===== config.mk =====
export PLATFORM = sky130hd
export DESIGN_NAME = phy_10bt_bist_diag_regs
export DESIGN_NICKNAME = d
export VERILOG_FILES = /design/src/phy_regs_pkg.sv /design/src/phy_10bt_bist_diag_regs.sv
export VERILOG_INCLUDE_DIRS = /design/src
export SDC_FILE = /design/constraint.sdc
export NUM_CORES = 1
export LEC_CHECK = 0
export BUFFER_PORTS_ARGS = -buffer_cell sky130_fd_sc_hd__buf_2
export CORE_UTILIZATION = 40
export CTS_BUF_LIST = sky130_fd_sc_hd__clkbuf_4
export DETAILED_ROUTE_END_ITERATION = 16
export PLACE_DENSITY = 0.74
export SLEW_MARGIN = 10
export SYNTH_ARGS = -nofsm -noshare
export SYNTH_HDL_FRONTEND = slang
export SYNTH_SLANG_ARGS = --single-unit

===== constraint.sdc =====
create_clock -name pclk -period 2.7 [get_ports pclk]
set_clock_uncertainty 0.2 [all_clocks]
set_input_delay 0.54 -clock pclk [delete_from_list [all_inputs] [get_ports pclk]]
set_output_delay 0.54 -clock pclk [all_outputs]
set_load 0.01 [all_outputs]

===== src/phy_regs_defines.svh =====
`ifndef PHY_REGS_DEFINES_SVH
`define PHY_REGS_DEFINES_SVH
/*
 Register indices, field positions, reset values and limits of the
 10Base-T, self-test and cable diagnostic register bank.
 Assumes APB byte address = 4 * register index.
*/
// register indices, byte address is four times these
`define IDX_TENBT_CTRL 6'h1a
`define IDX_ERRCNT_GAP 6'h1b
`define IDX_PKT_LEN 6'h1c
`define IDX_DIAG 6'h1e
// 10Base-T status/control fields
`define BIT_RX_LOW_TH 13
`define SQ_MSB 12
`define SQ_LSB 9
`define BIT_NLP_DIS 7
`define BIT_POLARITY 4
`define BIT_JABBER_DIS 0
`define SQ_MAX_CODE 4'h8
`define TENBT_USED_MASK 16'h3e91
// self-test fields
`define BIT_CNT_LATCH 15
`define ERR_MSB 15
`define ERR_LSB 8
`define IPG_MSB 7
`define IPG_LSB 0
`define IPG_RESET 8'h7d
`define ERR_MAX 8'hff
`define PKT_MSB 10
`define PKT_LSB 0
`define PKT_RESET 11'h5dc
// cable diagnostic fields
`define BIT_DIAG_START 15
`define LQ_MSB 9
`define LQ_LSB 8
`define BIT_DIAG_DONE 1
`define BIT_DIAG_FAIL 0
`endif


===== src/phy_regs_pkg.sv =====
/*
 Types shared by the register bank.
 Assumes the defines header is compiled alongside.
*/
package phy_regs_pkg;
    typedef logic [15:0] reg16_t;
    typedef logic [7:0] byte_t;
    typedef enum logic [1:0] {
        lq_reserved = 2'b00,
        lq_good = 2'b01,
        lq_medium = 2'b10,
        lq_poor = 2'b11
    } link_quality_e;
endpackage


===== src/phy_10bt_bist_diag_regs.sv =====
/*
 APB register bank for 10Base-T control, packet self-test settings and
 cable diagnostics of a 10/100 transceiver.
 Assumes event inputs come from core logic on pclk, single-cycle pulses.
*/
// Register access over APB was chosen for this implementation.
`timescale 1ns/1ps
`include "phy_regs_defines.svh"

module phy_10bt_bist_diag_regs
    import phy_regs_pkg::*;
#(
    parameter int ADDR_W = 8
) (
    input wire logic pclk,
    input wire logic presetn,
    input wire logic psel,
    input wire logic penable,
    input wire logic pwrite,
    input wire logic [ADDR_W-1:0] paddr,
    input wire logic [31:0] pwdata,
    output logic [31:0] prdata,
    output logic pready,
    output logic pslverr,
    input wire logic polarity_inverted_event,
    input wire logic checker_err_byte,
    input wire logic checker_count_mode,
    input wire logic selftest_ctrl_lock,
    input wire logic diag_done_event,
    input wire logic diag_result_fail,
    input wire logic [1:0] diag_link_quality,
    output logic rx_low_threshold,
    output logic [3:0] squelch_level,
    output logic normal_link_pulse_disable,
    output logic jabber_disable,
    output logic polarity_flag,
    output logic [7:0] ipg_length,
    output logic [10:0] packet_length,
    output logic diag_start
);

    // true when the word address matches a register index
    function automatic logic hit(input logic [ADDR_W-1:0] a, input logic [5:0] idx);
        hit = (a[ADDR_W-1:2] == (ADDR_W-2)'(idx)) && (a[1:0] == 2'b00);
    endfunction

    logic [3:0] squelch_field;
    logic [7:0] err_counter;
    logic [7:0] err_shown;
    logic err_frozen;
    logic diag_done;
    logic diag_fail;
    link_quality_e link_quality;

    logic next_rx_low_threshold;
    logic [3:0] next_squelch_field;
    logic [3:0] next_squelch_level;
    logic next_nlp_disable;
    logic next_jabber_disable;
    logic next_polarity_flag;
    logic [7:0] next_err_counter;
    logic [7:0] next_err_shown;
    logic next_err_frozen;
    logic [7:0] next_ipg_length;
    logic [10:0] next_packet_length;
    logic next_diag_start;
    logic next_diag_done;
    logic next_diag_fail;
    logic [31:0] next_prdata;
    logic next_pready;
    logic next_pslverr;

    // completing access phase, the only edge where a write lands
    logic xfer;
    logic wr;
    logic rd;
    logic hit_tenbt;
    logic hit_errgap;
    logic hit_pktlen;
    logic hit_diag;
    logic mapped;
    logic cnt_latch_wr;
    logic count_lock;
    logic diag_start_wr;
    reg16_t rd_word;

    assign xfer = psel & penable & pready;
    assign wr = xfer & pwrite;
    assign rd = xfer & ~pwrite;
    assign hit_tenbt = hit(paddr, `IDX_TENBT_CTRL);
    assign hit_errgap = hit(paddr, `IDX_ERRCNT_GAP);
    assign hit_pktlen = hit(paddr, `IDX_PKT_LEN);
    assign hit_diag = hit(paddr, `IDX_DIAG);
    assign mapped = hit_tenbt | hit_errgap | hit_pktlen | hit_diag;
    assign cnt_latch_wr = wr & hit_errgap & pwdata[`BIT_CNT_LATCH];
    assign count_lock = cnt_latch_wr | selftest_ctrl_lock;
    assign diag_start_wr = wr & hit_diag & pwdata[`BIT_DIAG_START];

    // read mux, reserved positions stay zero
    always_comb begin
        rd_word = '0;
        if (hit_tenbt) begin
            rd_word[`BIT_RX_LOW_TH] = rx_low_threshold;
            rd_word[`SQ_MSB:`SQ_LSB] = squelch_field;
            rd_word[`BIT_NLP_DIS] = normal_link_pulse_disable;
            rd_word[`BIT_POLARITY] = polarity_flag;
            rd_word[`BIT_JABBER_DIS] = jabber_disable;
        end else if (hit_errgap) begin
            rd_word[`ERR_MSB:`ERR_LSB] = err_frozen ? err_shown : err_counter;
            rd_word[`IPG_MSB:`IPG_LSB] = ipg_length;
        end else if (hit_pktlen) begin
            rd_word[`PKT_MSB:`PKT_LSB] = packet_length;
        end else if (hit_diag) begin
            rd_word[`BIT_DIAG_START] = diag_start;
            rd_word[`LQ_MSB:`LQ_LSB] = link_quality;
            rd_word[`BIT_DIAG_DONE] = diag_done;
            rd_word[`BIT_DIAG_FAIL] = diag_fail;
        end
    end

    // next state of bus answer and every register but link_quality
    always_comb begin
        // one wait cycle in every access keeps prdata a flop output
        next_pready = psel & penable & ~pready;
        next_prdata = next_pready ? {16'h0000, rd_word} : '0;
        next_pslverr = next_pready & ~mapped;

        next_rx_low_threshold = rx_low_threshold;
        next_squelch_field = squelch_field;
        next_nlp_disable = normal_link_pulse_disable;
        next_jabber_disable = jabber_disable;
        next_ipg_length = ipg_length;
        next_packet_length = packet_length;
        if (wr && hit_tenbt) begin
            next_rx_low_threshold = pwdata[`BIT_RX_LOW_TH];
            next_squelch_field = pwdata[`SQ_MSB:`SQ_LSB];
            next_nlp_disable = pwdata[`BIT_NLP_DIS];
            next_jabber_disable = pwdata[`BIT_JABBER_DIS];
        end
        if (wr && hit_errgap) begin
            next_ipg_length = pwdata[`IPG_MSB:`IPG_LSB];
        end
        if (wr && hit_pktlen) begin
            next_packet_length = pwdata[`PKT_MSB:`PKT_LSB];
        end

        next_squelch_level = (next_squelch_field > `SQ_MAX_CODE) ? `SQ_MAX_CODE :
            next_squelch_field;

        // clear on read here, new event wins
        next_polarity_flag = polarity_flag;
        if (rd && hit_tenbt) begin
            next_polarity_flag = 1'b0;
        end
        if (polarity_inverted_event) begin
            next_polarity_flag = 1'b1;
        end

        next_err_counter = err_counter;
        if (checker_err_byte) begin
            if (checker_count_mode || err_counter != `ERR_MAX) begin
                next_err_counter = err_counter + 8'h01;
            end
        end
        if (cnt_latch_wr) begin
            next_err_counter = checker_err_byte ? 8'h01 : 8'h00;
        end
        next_err_shown = err_shown;
        next_err_frozen = err_frozen;
        if (count_lock) begin
            next_err_shown = err_counter;
            next_err_frozen = 1'b1;
        end

        // done clears start, a fresh start write wins
        next_diag_start = diag_start;
        next_diag_done = diag_done;
        next_diag_fail = diag_fail;
        if (diag_done_event) begin
            next_diag_start = 1'b0;
            next_diag_done = 1'b1;
            next_diag_fail = diag_result_fail;
        end
        if (wr && hit_diag) begin
            next_diag_start = pwdata[`BIT_DIAG_START];
        end
        if (diag_start_wr) begin
            // new run forgets old result
            next_diag_done = 1'b0;
            next_diag_fail = 1'b0;
        end
    end

    // register stage
    always_ff @(posedge pclk or negedge presetn) begin
        if (!presetn) begin
            prdata <= '0;
            pready <= 1'b0;
            pslverr <= 1'b0;
            rx_low_threshold <= 1'b0;
            squelch_field <= 4'h0;
            squelch_level <= 4'h0;
            normal_link_pulse_disable <= 1'b0;
            jabber_disable <= 1'b0;
            polarity_flag <= 1'b0;
            err_counter <= 8'h00;
            err_shown <= 8'h00;
            err_frozen <= 1'b0;
            ipg_length <= `IPG_RESET;
            packet_length <= `PKT_RESET;
            diag_start <= 1'b0;
            diag_done <= 1'b0;
            diag_fail <= 1'b0;
            link_quality <= lq_reserved;
        end else begin
            prdata <= next_prdata;
            pready <= next_pready;
            pslverr <= next_pslverr;
            rx_low_threshold <= next_rx_low_threshold;
            squelch_field <= next_squelch_field;
            squelch_level <= next_squelch_level;
            normal_link_pulse_disable <= next_nlp_disable;
            jabber_disable <= next_jabber_disable;
            polarity_flag <= next_polarity_flag;
            err_counter <= next_err_counter;
            err_shown <= next_err_shown;
            err_frozen <= next_err_frozen;
            ipg_length <= next_ipg_length;
            packet_length <= next_packet_length;
            diag_start <= next_diag_start;
            diag_done <= next_diag_done;
            diag_fail <= next_diag_fail;
            // quality only meaningful while link is up, caller decides
            link_quality <= link_quality_e'(diag_link_quality);
        end
    end
endmodule


Word-level counts from Yosys, hierarchy flattened --
Cells that the tools add are included.
Word-level totals: register bits after elaboration 71, bits of input ports 53, output and inout port bits 62, word-level logic and storage cells 94
Operators by class: add/subtract/negate cells 1, $lt $le $gt $ge 1, equality and inequality tests 5, multiplexer cells 35, bitwise gates (word level) 17, reductions and logical operators 17
Operator list (number):
- $mux W8 | 4
- $eq A6 B5 Y1 const B | 4
- $mux W1 | 17
- $mux W16 | 1
- $mux W2 | 6
- $mux W4 | 3
- $mux W11 | 1
- $and A1 B1 Y1 | 10
- $reduce_bool A2 Y1 | 5
- $logic_and A1 B1 Y1 | 9
- $add A8 B1 Y8 const B | 1
- $ne A8 B8 Y1 const B | 1
- $mux W6 | 1
- $mux W5 | 1
- $gt A4 B4 Y1 const B | 1
- $or A1 B1 Y1 | 4
- $mux W3 | 1
- $not A1 Y1 | 3
- $logic_not A2 Y1 | 1
- $reduce_and A2 Y1 | 1
- $logic_or A1 B1 Y1 | 1

Logic depth before layout (Yosys ltp) --
Gate-level depths: netlist (run 1).
word-level depth 7, depth in mapped cells 6, depth with buffers taken out 5

Worst setup path after synthesis (run 1) --
No wires, ideal clock.
path kind input port to flip-flop, start in paddr[1], end reg ipg_length[1], setup time 0.125 ns, arrival time 1.897 ns, data required time 2.375 ns, path slack 0.478 ns, stages 4, buffers on the path 1, path through or4b_1 > buf_2 > nor3_4 > mux2_2
Between the ends: word-level cells in the longest chain between the ends 3
Ends and longest elaborated chain:
- start: declaration | RTL line phy_10bt_bist_diag_regs.sv:20 | input wire logic [ADDR_W-1:0] paddr,
- $logic_not A2 Y1 | RTL line phy_10bt_bist_diag_regs.sv:44 | hit = (a[ADDR_W-1:2] == (ADDR_W-2)'(idx)) && (a[1:0] == 2'b00);
- $logic_and A1 B1 Y1 | RTL line phy_10bt_bist_diag_regs.sv:44
- $logic_and A1 B1 Y1 | RTL line phy_10bt_bist_diag_regs.sv:140 | if (wr && hit_errgap) begin
- end signal: assignment | RTL line phy_10bt_bist_diag_regs.sv:209 | ipg_length <= `IPG_RESET;
- end signal: assignment | RTL line phy_10bt_bist_diag_regs.sv:228 | ipg_length <= next_ipg_length;
- end: declaration | RTL line phy_10bt_bist_diag_regs.sv:37 | output logic [7:0] ipg_length,
No other way between the ends. A chain may end at the register's enable or synchronous reset.

Worst setup path in the final report (run 1) --
Ends and elaborated chain as after synthesis.

==> metrics, run 1 <==
status=completed; Max transition margin=57.4%; fin area=3920 µm²; adder-cell share of the synthesized area=0.388%; Clk network pwr share=29.5%; number of synthesized register bits=70; DRC Markers=0; fin crit period=2080 ps; count of cell types in the netlist=51; final period utilization=77.0%; Hold Crit Start=polarity_inverted_event; chip width=91.8 µm; YS warnings=0; full die area=8420 µm²; Slew Limit Fails=0; Worst-Skew Late Latency=430 ps; Area Overhead vs Synth=21.6%; Layout fillers=707; Async SR Flop Fraction=100%; GR Overflow Total=0; Post-Syn Instances=267; Routed Antenna Nets=0; top post-synthesis cells by area=dfrtp_1 (44%), mux2_2 (12%), dfstp_2 (11%); Avg Inst Size Synth=12.1 µm²; vias per cell=5.19; worst endpoint required time=2820 ps; root buffer cell=clkbuf_4; IO Count=115; clk slew on worst S/H paths=120 ps; TritonCTS buffer count=9; antenna violations before repair=0; FMAX=481 MHz; Yosys top cell by area=dfrtp_1; Synth Area in Compound Gates=8.31%; routed len/inst=15.6 µm; Core Util, Final=50.5%; Leak=0.00194 µW; worst slew pin tran=631 ps; Synth Cell Area=3220 µm²; end of the critical path=ipg_length[1]$_DFFE_PN0N_; all-layer global routing usage=18.5%; deepest clock path buffer count=2; worst endpoint data arrival time=2200 ps; Max Cap Viol=0; detailed-placement wirelength estimate=5320 µm; Net Sw Frac=29.0%; share of cells above drive strength 1=44.3%; FF-to-FF End=err_counter[1]$_DFFE_PN0P_; total core area=7770 µm²; DRT Wirelength=7360 µm; die height=91.8 µm; Iteration-0 DRC Markers=144; first-pass GRT wire length=11,700 µm; CP startpoint kind=input port; Synth top cells by count=dfrtp_1 (57), mux2_2 (35), nor2_1 (23), buf_4 (17); post-synth top area share=44.3%; worst setup path class=input port to flop; Hold Crit Depth=2; largest net degree at the start of global routing=26; CTS tree=done; worst reg-to-reg path cell count=5; Final TNS setup=0 ps; ANT cells=0; crit path launch=paddr[1]; H-Tree Depth=3; number of flops mapped to enable cells by yosys=0; # resized after CTS=0; Finish-stage setup viols=0; CP max FO=8; fin cells=472; Post-Synth XOR/XNOR Area=1.09%; vias in the first global route=2,285; CP Capture Type=flop; Int Pwr=1580 µW; row cnt=32; Min-Delay Path Class=input port to flop; post-synthesis simple-gate area fraction=13.9%; largest family of logic cells by synthesized area=multiplexers; Net Switching=644 µW; Starting Density=41.5%; Seq pwr share=56.2%; Logic pwr share=14.3%; FF-to-FF setup slack=690 ps; Post-synth top flop=dfrtp_1; final hold vios=0; footprint of the multi-input gates=1350 µm²; RSZ-0062 raised after global routing=false; Vias=2,449; Final nets=419; number of placed instances, taps included=453; maximum VDD drop=0.258 mV; Reg2Reg Launch Point=err_counter[0]$_DFFE_PN0P_; CTS sink cnt=70; mux cell area share after synthesis=16.3%; DP Area=3760 µm²; router iterations before antenna repair=4; Pwr per Cell Area=568 nW/µm²; gp weighted congestion=0.778; FF/Latch Area=1770 µm²; Port-buffer cells=81; Seq/Total Area, Yosys=54.9%; count leader, synth=dfrtp_1
worst max-delay path, stage by stage:
cell and delay (ps):
buf_2 120, or4b_1 610, nor3_4 530, mux2_2 400
repair_timing:
action / in CTS / in global routing
hold endpoints to repair: 25 / 0
buffers inserted: 0 / 0
hold buffers: 3 / 0
sequential cells by signal, indices dropped and copies added (netlist names):
signal,count
rx_low_threshold,1
pslverr,1
err_frozen,1
link_quality,2
prdata,16
diag_fail,1
err_counter,8
polarity_flag,1
squelch_level,3
normal_link_pulse_disable,1
pready,1
err_shown,8
jabber_disable,1
diag_done,1
squelch_field,4
ipg_length,8
diag_start,1
packet_length,11
layout make-up:
cell class | instances | share of cell area [%]
sequential | 70 | 45.1
inverter | 1 | 0.0958
clock buffer | 9 | 1.72
timing repair buffer | 97 | 13.6
clock inverter | 7 | 1.66
tap | 102 | 3.26
multi-input combinational | 186 | 34.5
how the worst min path moves through the flow:
stage | endpoint | slack, ps
2_1_floorplan | diag_done$_DFFE_PN0P_ | 40
3_3_place_gp | diag_done$_DFFE_PN0P_ | 280
3_5_place_dp | diag_done$_DFFE_PN0P_ | 290
4_1_cts | polarity_flag$_DFFE_PN0P_ | 70
5_1_grt | polarity_flag$_DFFE_PN0P_ | 60
6_report | polarity_flag$_DFFE_PN0P_ | 90
power groups by stage:
stage	Sequential (µW)	Clock [µW]	Combinational (µW)
floorplan	1240	0	231
global placement	1260	0	304
detailed placement	1270	0	317
CTS	1250	673	321
global route	1270	726	364
finish	1250	656	318
through the flow:
step | hold WS, ps | worst slack, ps | total power (µW)
after floorplan | 44.4 | 478 | 1470
after global placement | 279 | 240 | 1570
after detailed placement | 292 | 184 | 1590
after CTS | 69.8 | 647 | 2250
after global routing | 64.8 | 538 | 2360
final | 87.1 | 620 | 2220
layout by cell type (no fill, tap or decap), types with 2 or more instances in the layout:
| cell type | count |
|---|---|
| nand3_1 | 4 |
| clkinv_2 | 3 |
| a22o_1 | 2 |
| dlygate4sd3_1 | 3 |
| clkbuf_4 | 9 |
| nand2_1 | 10 |
| o21ai_0 | 6 |
| nor3_1 | 5 |
| dfrtp_1 | 57 |
| xor2_1 | 3 |
| a21oi_1 | 8 |
| a221oi_1 | 2 |
| dfstp_2 | 13 |
| o311ai_0 | 2 |
| nand2b_1 | 8 |
| nor4_1 | 4 |
| conb_1 | 16 |
| buf_4 | 13 |
| buf_2 | 81 |
| and4_1 | 2 |
| o31ai_1 | 2 |
| nand3b_1 | 2 |
| a211oi_1 | 5 |
| mux2_2 | 35 |
| a22oi_1 | 7 |
| nor2_1 | 23 |
| or3_1 | 3 |
| mux2i_1 | 13 |
per-layer routing:
layer,wire length [µm],global-route usage [%],vias to the layer above
li1,-,-,1142
met5,0,0,-
met3,397,4.15,10
met1,3450,25.7,1207
met4,104,7.81,0
met2,3410,27.9,90
logic make-up after synthesis:
family                   after synthesis
buffers and inverters                 26
XOR/XNOR                               4
flip-flops                            70
other                                  1
multiplexers                          48
AO/OA/AOI/OAI                         39
AND/OR/NAND/NOR                       78
adder cells (fa/ha/maj)                1
No activity file was read; power rests on OpenSTA's default activity.
==> inputs of run 2 (changes only) <==
--- a/config.mk
+++ b/config.mk
@@ -10,7 +10,7 @@
 export CORE_UTILIZATION = 40
 export CTS_BUF_LIST = sky130_fd_sc_hd__clkbuf_4
 export DETAILED_ROUTE_END_ITERATION = 16
-export PLACE_DENSITY = 0.74
+export PLACE_DENSITY = 0.76
 export SLEW_MARGIN = 10
 export SYNTH_ARGS = -nofsm -noshare
 export SYNTH_HDL_FRONTEND = slang
==> constraint.sdc (replaced) <==
create_clock -name pclk -period 1.9 [get_ports pclk]
set_clock_uncertainty 0.2 [all_clocks]
set_input_delay 0.38 -clock pclk [delete_from_list [all_inputs] [get_ports pclk]]
set_output_delay 0.38 -clock pclk [all_outputs]
set_load 0.01 [all_outputs]
==> metrics, run 2 (synthesized netlist as in run 1, its figures left out) <==
commonest cells after routing, fill and taps aside=buf_2 (81), dfrtp_1 (57), buf_4 (37) (was buf_2 (81), dfrtp_1 (57), mux2_2 (35)); first-pass GRT wire length=12,400 µm (was 11,700 µm); chip width=91.8 µm (unchanged); number of placed instances, taps included=480 (was 453); TritonCTS buffer count=9 (unchanged); die height=91.8 µm (unchanged); Final TNS setup=0 ps (unchanged); CP Capture Type=flop (unchanged); full die area=8420 µm² (unchanged); most common cell after layout, fill and taps aside=buf_2 (unchanged); CP startpoint kind=flop (was input port); Clk network pwr share=34.3% (was 29.5%); DRC Markers=0 (unchanged); Final nets=460 (was 419); detailed-placement wirelength estimate=5530 µm (was 5320 µm); worst setup path class=flop to flop (was input port to flop); Routed Antenna Nets=0 (unchanged); CTS sink cnt=70 (unchanged); CP cell instances=ha_1 > nand3b_1 > o31ai_2 > or4_4 > a21oi_2 (was buf_2 > or4b_1 > nor3_4 > mux2_2); RSZ-0062 raised after global routing=true (was false); FMAX=548 MHz; CTS tree=done (unchanged); Area Overhead vs Synth=36.2% (was 21.6%); vias in the first global route=2,493 (was 2,285); total core area=7770 µm² (unchanged); status=completed (unchanged); vias per cell=5.11 (was 5.19); Starting Density=41.5% (unchanged); Buf/Inv on CP=0 (was 1); fin crit period=1820 ps; root buffer cell=clkbuf_4 (unchanged); Final Worst Setup Slack=76.8 ps (was 620 ps); Worst-Skew Late Latency=410 ps (was 430 ps); Net Switching=978 µW (was 644 µW); DRT Wirelength=7730 µm (was 7360 µm); Vias=2,620 (was 2,449); Max Cap Viol=0 (unchanged); Pwr per Cell Area=821 nW/µm² (was 568 nW/µm²); ANT cells=0 (unchanged); Finish-stage setup viols=0 (unchanged); Core Util, Final=56.5% (was 50.5%); DP Area=4020 µm² (was 3760 µm²); all-layer global routing usage=19.1% (was 18.5%); Seq pwr share=48.4% (was 56.2%); Logic pwr share=17.3% (was 14.3%); largest net degree at the start of global routing=31 (was 26); maximum VDD drop=0.329 mV (was 0.258 mV); fin cells=513 (was 472); max reg flops=16 (unchanged); GR Overflow Total=0 (unchanged); Int Pwr=2630 µW (was 1580 µW); clk slew on worst S/H paths=130 ps (was 120 ps); Min-Delay Path Class=input port to flop (unchanged); row cnt=32 (unchanged); final period utilization=96.0%; worst endpoint required time=2040 ps (was 2820 ps); Net Sw Frac=27.1% (was 29.0%); worst slack, placed=-150 ps (was 184 ps); critical path's largest stage delay=500 ps (was 610 ps); deepest clock path buffer count=2 (unchanged); CP max FO=4 (was 8); gp weighted congestion=0.892 (was 0.778); Slew Limit Fails=0 (unchanged); H-Tree Depth=3 (unchanged); fin area=4390 µm² (was 3920 µm²); final hold vios=0 (unchanged); biggest regs=prdata x16, packet_length x11 (unchanged); Iteration-0 DRC Markers=86 (was 144); crit path max-delay cell type=or4_4 (was or4b_1); routed len/inst=15.1 µm (was 15.6 µm); Biggest register=prdata (unchanged); antenna violations before repair=0 (unchanged); share of cells above drive strength 1=47.9% (was 44.3%); IO Count=115 (unchanged); Leak=0.00218 µW (was 0.00194 µW); Port-buffer cells=81 (unchanged); delay-heaviest family, CP=simple AND/OR/NAND/NOR gates (unchanged); worst endpoint data arrival time=1960 ps (was 2200 ps); router iterations before antenna repair=4 (unchanged)
## run 2: timing repair
action | CTS | global route
hold endpoints to repair | 36 | 3
setup endpoints to repair | 0 | 3
setup buffers | 0 | 0
resized for setup | 0 | 3
hold buffers | 15 | 2
## run 2: path summary, 6_finish.rpt
path | endpoint | slack [ps] | startpoint | cells after the start
worst max-delay path | err_counter[6]$_DFFE_PN0P_ | 80 | err_counter[0]$_DFFE_PN0P_ | 5
worst min-delay path | jabber_disable$_DFFE_PN0N_ | 30 | pwdata[0] | 2
worst max register to register | err_counter[6]$_DFFE_PN0P_ | 80 | err_counter[0]$_DFFE_PN0P_ | 5
worst min register to register | err_shown[7]$_DFFE_PN0P_ | 310 | err_shown[7]$_DFFE_PN0P_ | 1
max in group asynchronous | packet_length[4]$_DFFE_PN1P_ | 650 | presetn | 3
min in group asynchronous | squelch_level[2]$_DFF_PN0_ | 250 | presetn | 2
## run 2: power groups by stage
stage	logic (µW)	clock network, µW	registers, µW
floorplan	330	0	1770
global placement	567	0	1760
detailed placement	589	0	1770
CTS	618	1260	1740
global route	705	1340	1760
finish	624	1240	1740
## run 2: cell type report
class	count	area [µm²]
Tap cell	102	128
Timing Repair Buffer	138	913
Multi-Input combinational cell	186	1390
Inverter	1	3.75
Fill cell	654	3380
Clock buffer	9	67.6
Sequential cell	70	1770
Clock inverter	7	121
## run 2: layer usage
layer  part of all wire [%]  global-route usage, %
met5                      0                      0
met4                    1.4                   6.77
met3                    6.5                   5.80
met2                     47                   30.0
met1                     45                   25.0
## run 2: through the flow
| step | total power (µW) | hold WS, ps |
|---|---|---|
| global placement | 2320 | 156 |
| CTS | 3620 | 0.593 |
| global route | 3810 | 5.80 |
| finish | 3610 | 30.4 |
| detailed placement | 2360 | 173 |
| floorplan | 2100 | -116 |
## run 2: worst reg2reg max path, stage by stage (launching register included)
cell and delay (ps):
dfrtp_1 410, ha_1 240, nand3b_1 160, o31ai_2 120, or4_4 500, a21oi_2 130
==> inputs of run 3 (changes only) <==
--- a/config.mk
+++ b/config.mk
@@ -11,6 +11,7 @@
 export CTS_BUF_LIST = sky130_fd_sc_hd__clkbuf_4
 export DETAILED_ROUTE_END_ITERATION = 16
 export PLACE_DENSITY = 0.76
+export REMOVE_ABC_BUFFERS = 1
 export SLEW_MARGIN = 10
 export SYNTH_ARGS = -nofsm -noshare
 export SYNTH_HDL_FRONTEND = slang
==> metrics, run 3 (synthesized netlist as in run 1, its figures left out) <==
status=completed (unchanged); Net Switching=971 µW (was 978 µW); fin crit period=1850 ps (was 1820 ps); Final Worst Setup Slack=53.0 ps (was 76.8 ps); final period utilization=97.2% (was 96.0%); IO Count=115 (unchanged); Port-buffer cells=81 (unchanged); Pwr per Cell Area=797 nW/µm² (was 821 nW/µm²); Core Util, Final=56.1% (was 56.5%); Leak=0.00216 µW (was 0.00218 µW); Biggest register=prdata (unchanged); H-Tree Depth=3 (unchanged); die height=91.8 µm (unchanged); total core area=7770 µm² (unchanged); antenna violations before repair=0 (unchanged); vias in the first global route=2,709 (was 2,493); CP Capture Type=flop (unchanged); largest net degree at the start of global routing=71 (was 31); GR Overflow Total=0 (unchanged); vias per cell=5.12 (was 5.11); deepest clock path buffer count=2 (unchanged); max reg flops=16 (unchanged); fin area=4360 µm² (was 4390 µm²); Layout fillers=660 (was 654); delay-heaviest family, CP=simple AND/OR/NAND/NOR gates (unchanged); Area Overhead vs Synth=35.2% (was 36.2%); worst endpoint data arrival time=2010 ps (was 1960 ps); FF/Latch Area=1770 µm² (unchanged); final hold vios=0 (unchanged); Worst-Skew Late Latency=420 ps (was 410 ps); CP startpoint kind=flop (unchanged); Final nets=464 (was 460); Routed Antenna Nets=0 (unchanged); Starting Density=41.5% (unchanged); worst setup path class=flop to flop (unchanged); Net Sw Frac=28.0% (was 27.1%); CTS sink cnt=70 (unchanged); FMAX=541 MHz (was 548 MHz); CP max FO=4 (unchanged); all-layer global routing usage=20.3% (was 19.1%); Final TNS setup=0 ps (unchanged); DRT Wirelength=7970 µm (was 7730 µm); worst endpoint required time=2060 ps (was 2040 ps); Clk network pwr share=30.8% (was 34.3%); clk slew on worst S/H paths=120 ps (was 130 ps); biggest regs=prdata x16, packet_length x11 (unchanged); TritonCTS buffer count=9 (unchanged); commonest cells after routing, fill and taps aside=buf_2 (81), dfrtp_1 (57), buf_4 (40) (was buf_2 (81), dfrtp_1 (57), buf_4 (37)); ANT cells=0 (unchanged); chip width=91.8 µm (unchanged); CP cell instances=ha_2 > nand3b_1 > o31ai_1 > buf_4 > or4_4 > a21oi_2 (was ha_1 > nand3b_1 > o31ai_2 > or4_4 > a21oi_2); Buf/Inv on CP=1 (was 0); Slew Limit Fails=0 (unchanged); full die area=8420 µm² (unchanged); routed len/inst=15.4 µm (was 15.1 µm); Vias=2,648 (was 2,620); Seq pwr share=49.9% (was 48.4%); share of cells above drive strength 1=47.2% (was 47.9%); Logic pwr share=19.2% (was 17.3%); DP Area=3990 µm² (was 4020 µm²); router iterations before antenna repair=4 (unchanged); first-pass GRT wire length=13,200 µm (was 12,400 µm); row cnt=32 (unchanged); worst slack, placed=-264 ps (was -150 ps); most common cell after layout, fill and taps aside=buf_2 (unchanged); maximum VDD drop=0.387 mV (was 0.329 mV); critical path's largest stage delay=480 ps (was 500 ps); Min-Delay Path Class=input port to flop (unchanged); Finish-stage setup viols=0 (unchanged); Iteration-0 DRC Markers=140 (was 86); gp weighted congestion=0.832 (was 0.892); root buffer cell=clkbuf_4 (unchanged); CTS tree=done (unchanged); detailed-placement wirelength estimate=5610 µm (was 5530 µm); crit path max-delay cell type=or4_4 (unchanged); DRC Markers=0 (unchanged); footprint of the multi-input gates=1370 µm² (was 1390 µm²); Int Pwr=2500 µW (was 2630 µW); Max Cap Viol=0 (unchanged)
run 3: cell count changes in the layout (fill, tap and decap cells not counted), sizes merged:
| cell | before | now |
|---|---|---|
| buf | 121 | 123 |
| dlygate4sd3 | 17 | 19 |
| bufinv | 3 | 2 |
| clkinv | 3 | 4 |
| clkinvlp | 0 | 1 |
| inv | 2 | 1 |
run 3: stage by stage:
step / total power, µW / cells / hold slack [ps]
2_1_floorplan: 2070 / 257 / -116
3_3_place_gp: 2340 / 481 / 228
3_5_place_dp: 2380 / 481 / 233
4_1_cts: 3480 / 516 / 3.65
5_1_grt: 3660 / 517 / 3.77
6_report: 3470 / 517 / 30.3
run 3: worst reg2reg max path, cell delays in order, from the launching register on:
cell and delay (ps):
dfrtp_1 410, ha_2 210, nand3b_1 130, o31ai_1 80, buf_4 160, or4_4 480
a21oi_2 140
run 3: power groups by stage:
stage | registers (µW) | logic [µW] | clock network, µW
after global placement | 1750 | 589 | 0
after floorplan | 1770 | 299 | 0
after CTS | 1730 | 650 | 1100
after detailed placement | 1760 | 615 | 0
final | 1730 | 668 | 1070
after global routing | 1750 | 745 | 1160
run 3: layer usage:
layer	vias up	part of all wire (%)	GRT usage (%)
met3	13	5.9	6.47
li1	1233	-	-
met4	0	1.7	5.99
met5	-	0	0
met2	103	50	33.7
met1	1299	43	25.5
run 3: final cells by class:
cell class / instances / area share, %
multi-input combinational: 186 / 31.4
clock buffer: 9 / 1.55
sequential: 70 / 40.6
clock inverter: 7 / 2.04
tap: 102 / 2.93
timing repair buffer: 142 / 21.5
inverter: 1 / 0.0861
run 3: final timing paths:
path / to / slack (ps) / startpoint / cells after the start
min reg2reg: diag_done$_DFFE_PN0P_ / 310 / diag_done$_DFFE_PN0P_ / 1
min: squelch_level[1]$_DFF_PN0_ / 30 / pwdata[10] / 3
min in group asynchronous: squelch_level[2]$_DFF_PN0_ / 290 / presetn / 3
max reg2reg: err_counter[6]$_DFFE_PN0P_ / 50 / err_counter[1]$_DFFE_PN0P_ / 6
max: err_counter[6]$_DFFE_PN0P_ / 50 / err_counter[1]$_DFFE_PN0P_ / 6
max in group asynchronous: ipg_length[5]$_DFFE_PN1N_ / 860 / presetn / 3
run 3: what timing repair did:
action                     4_1_cts  5_1_grt
buffers inserted                 0        1
hold buffers                    19        0
setup endpoints to repair        0        6
hold endpoints to repair        83        0
gates resized for setup          0        4
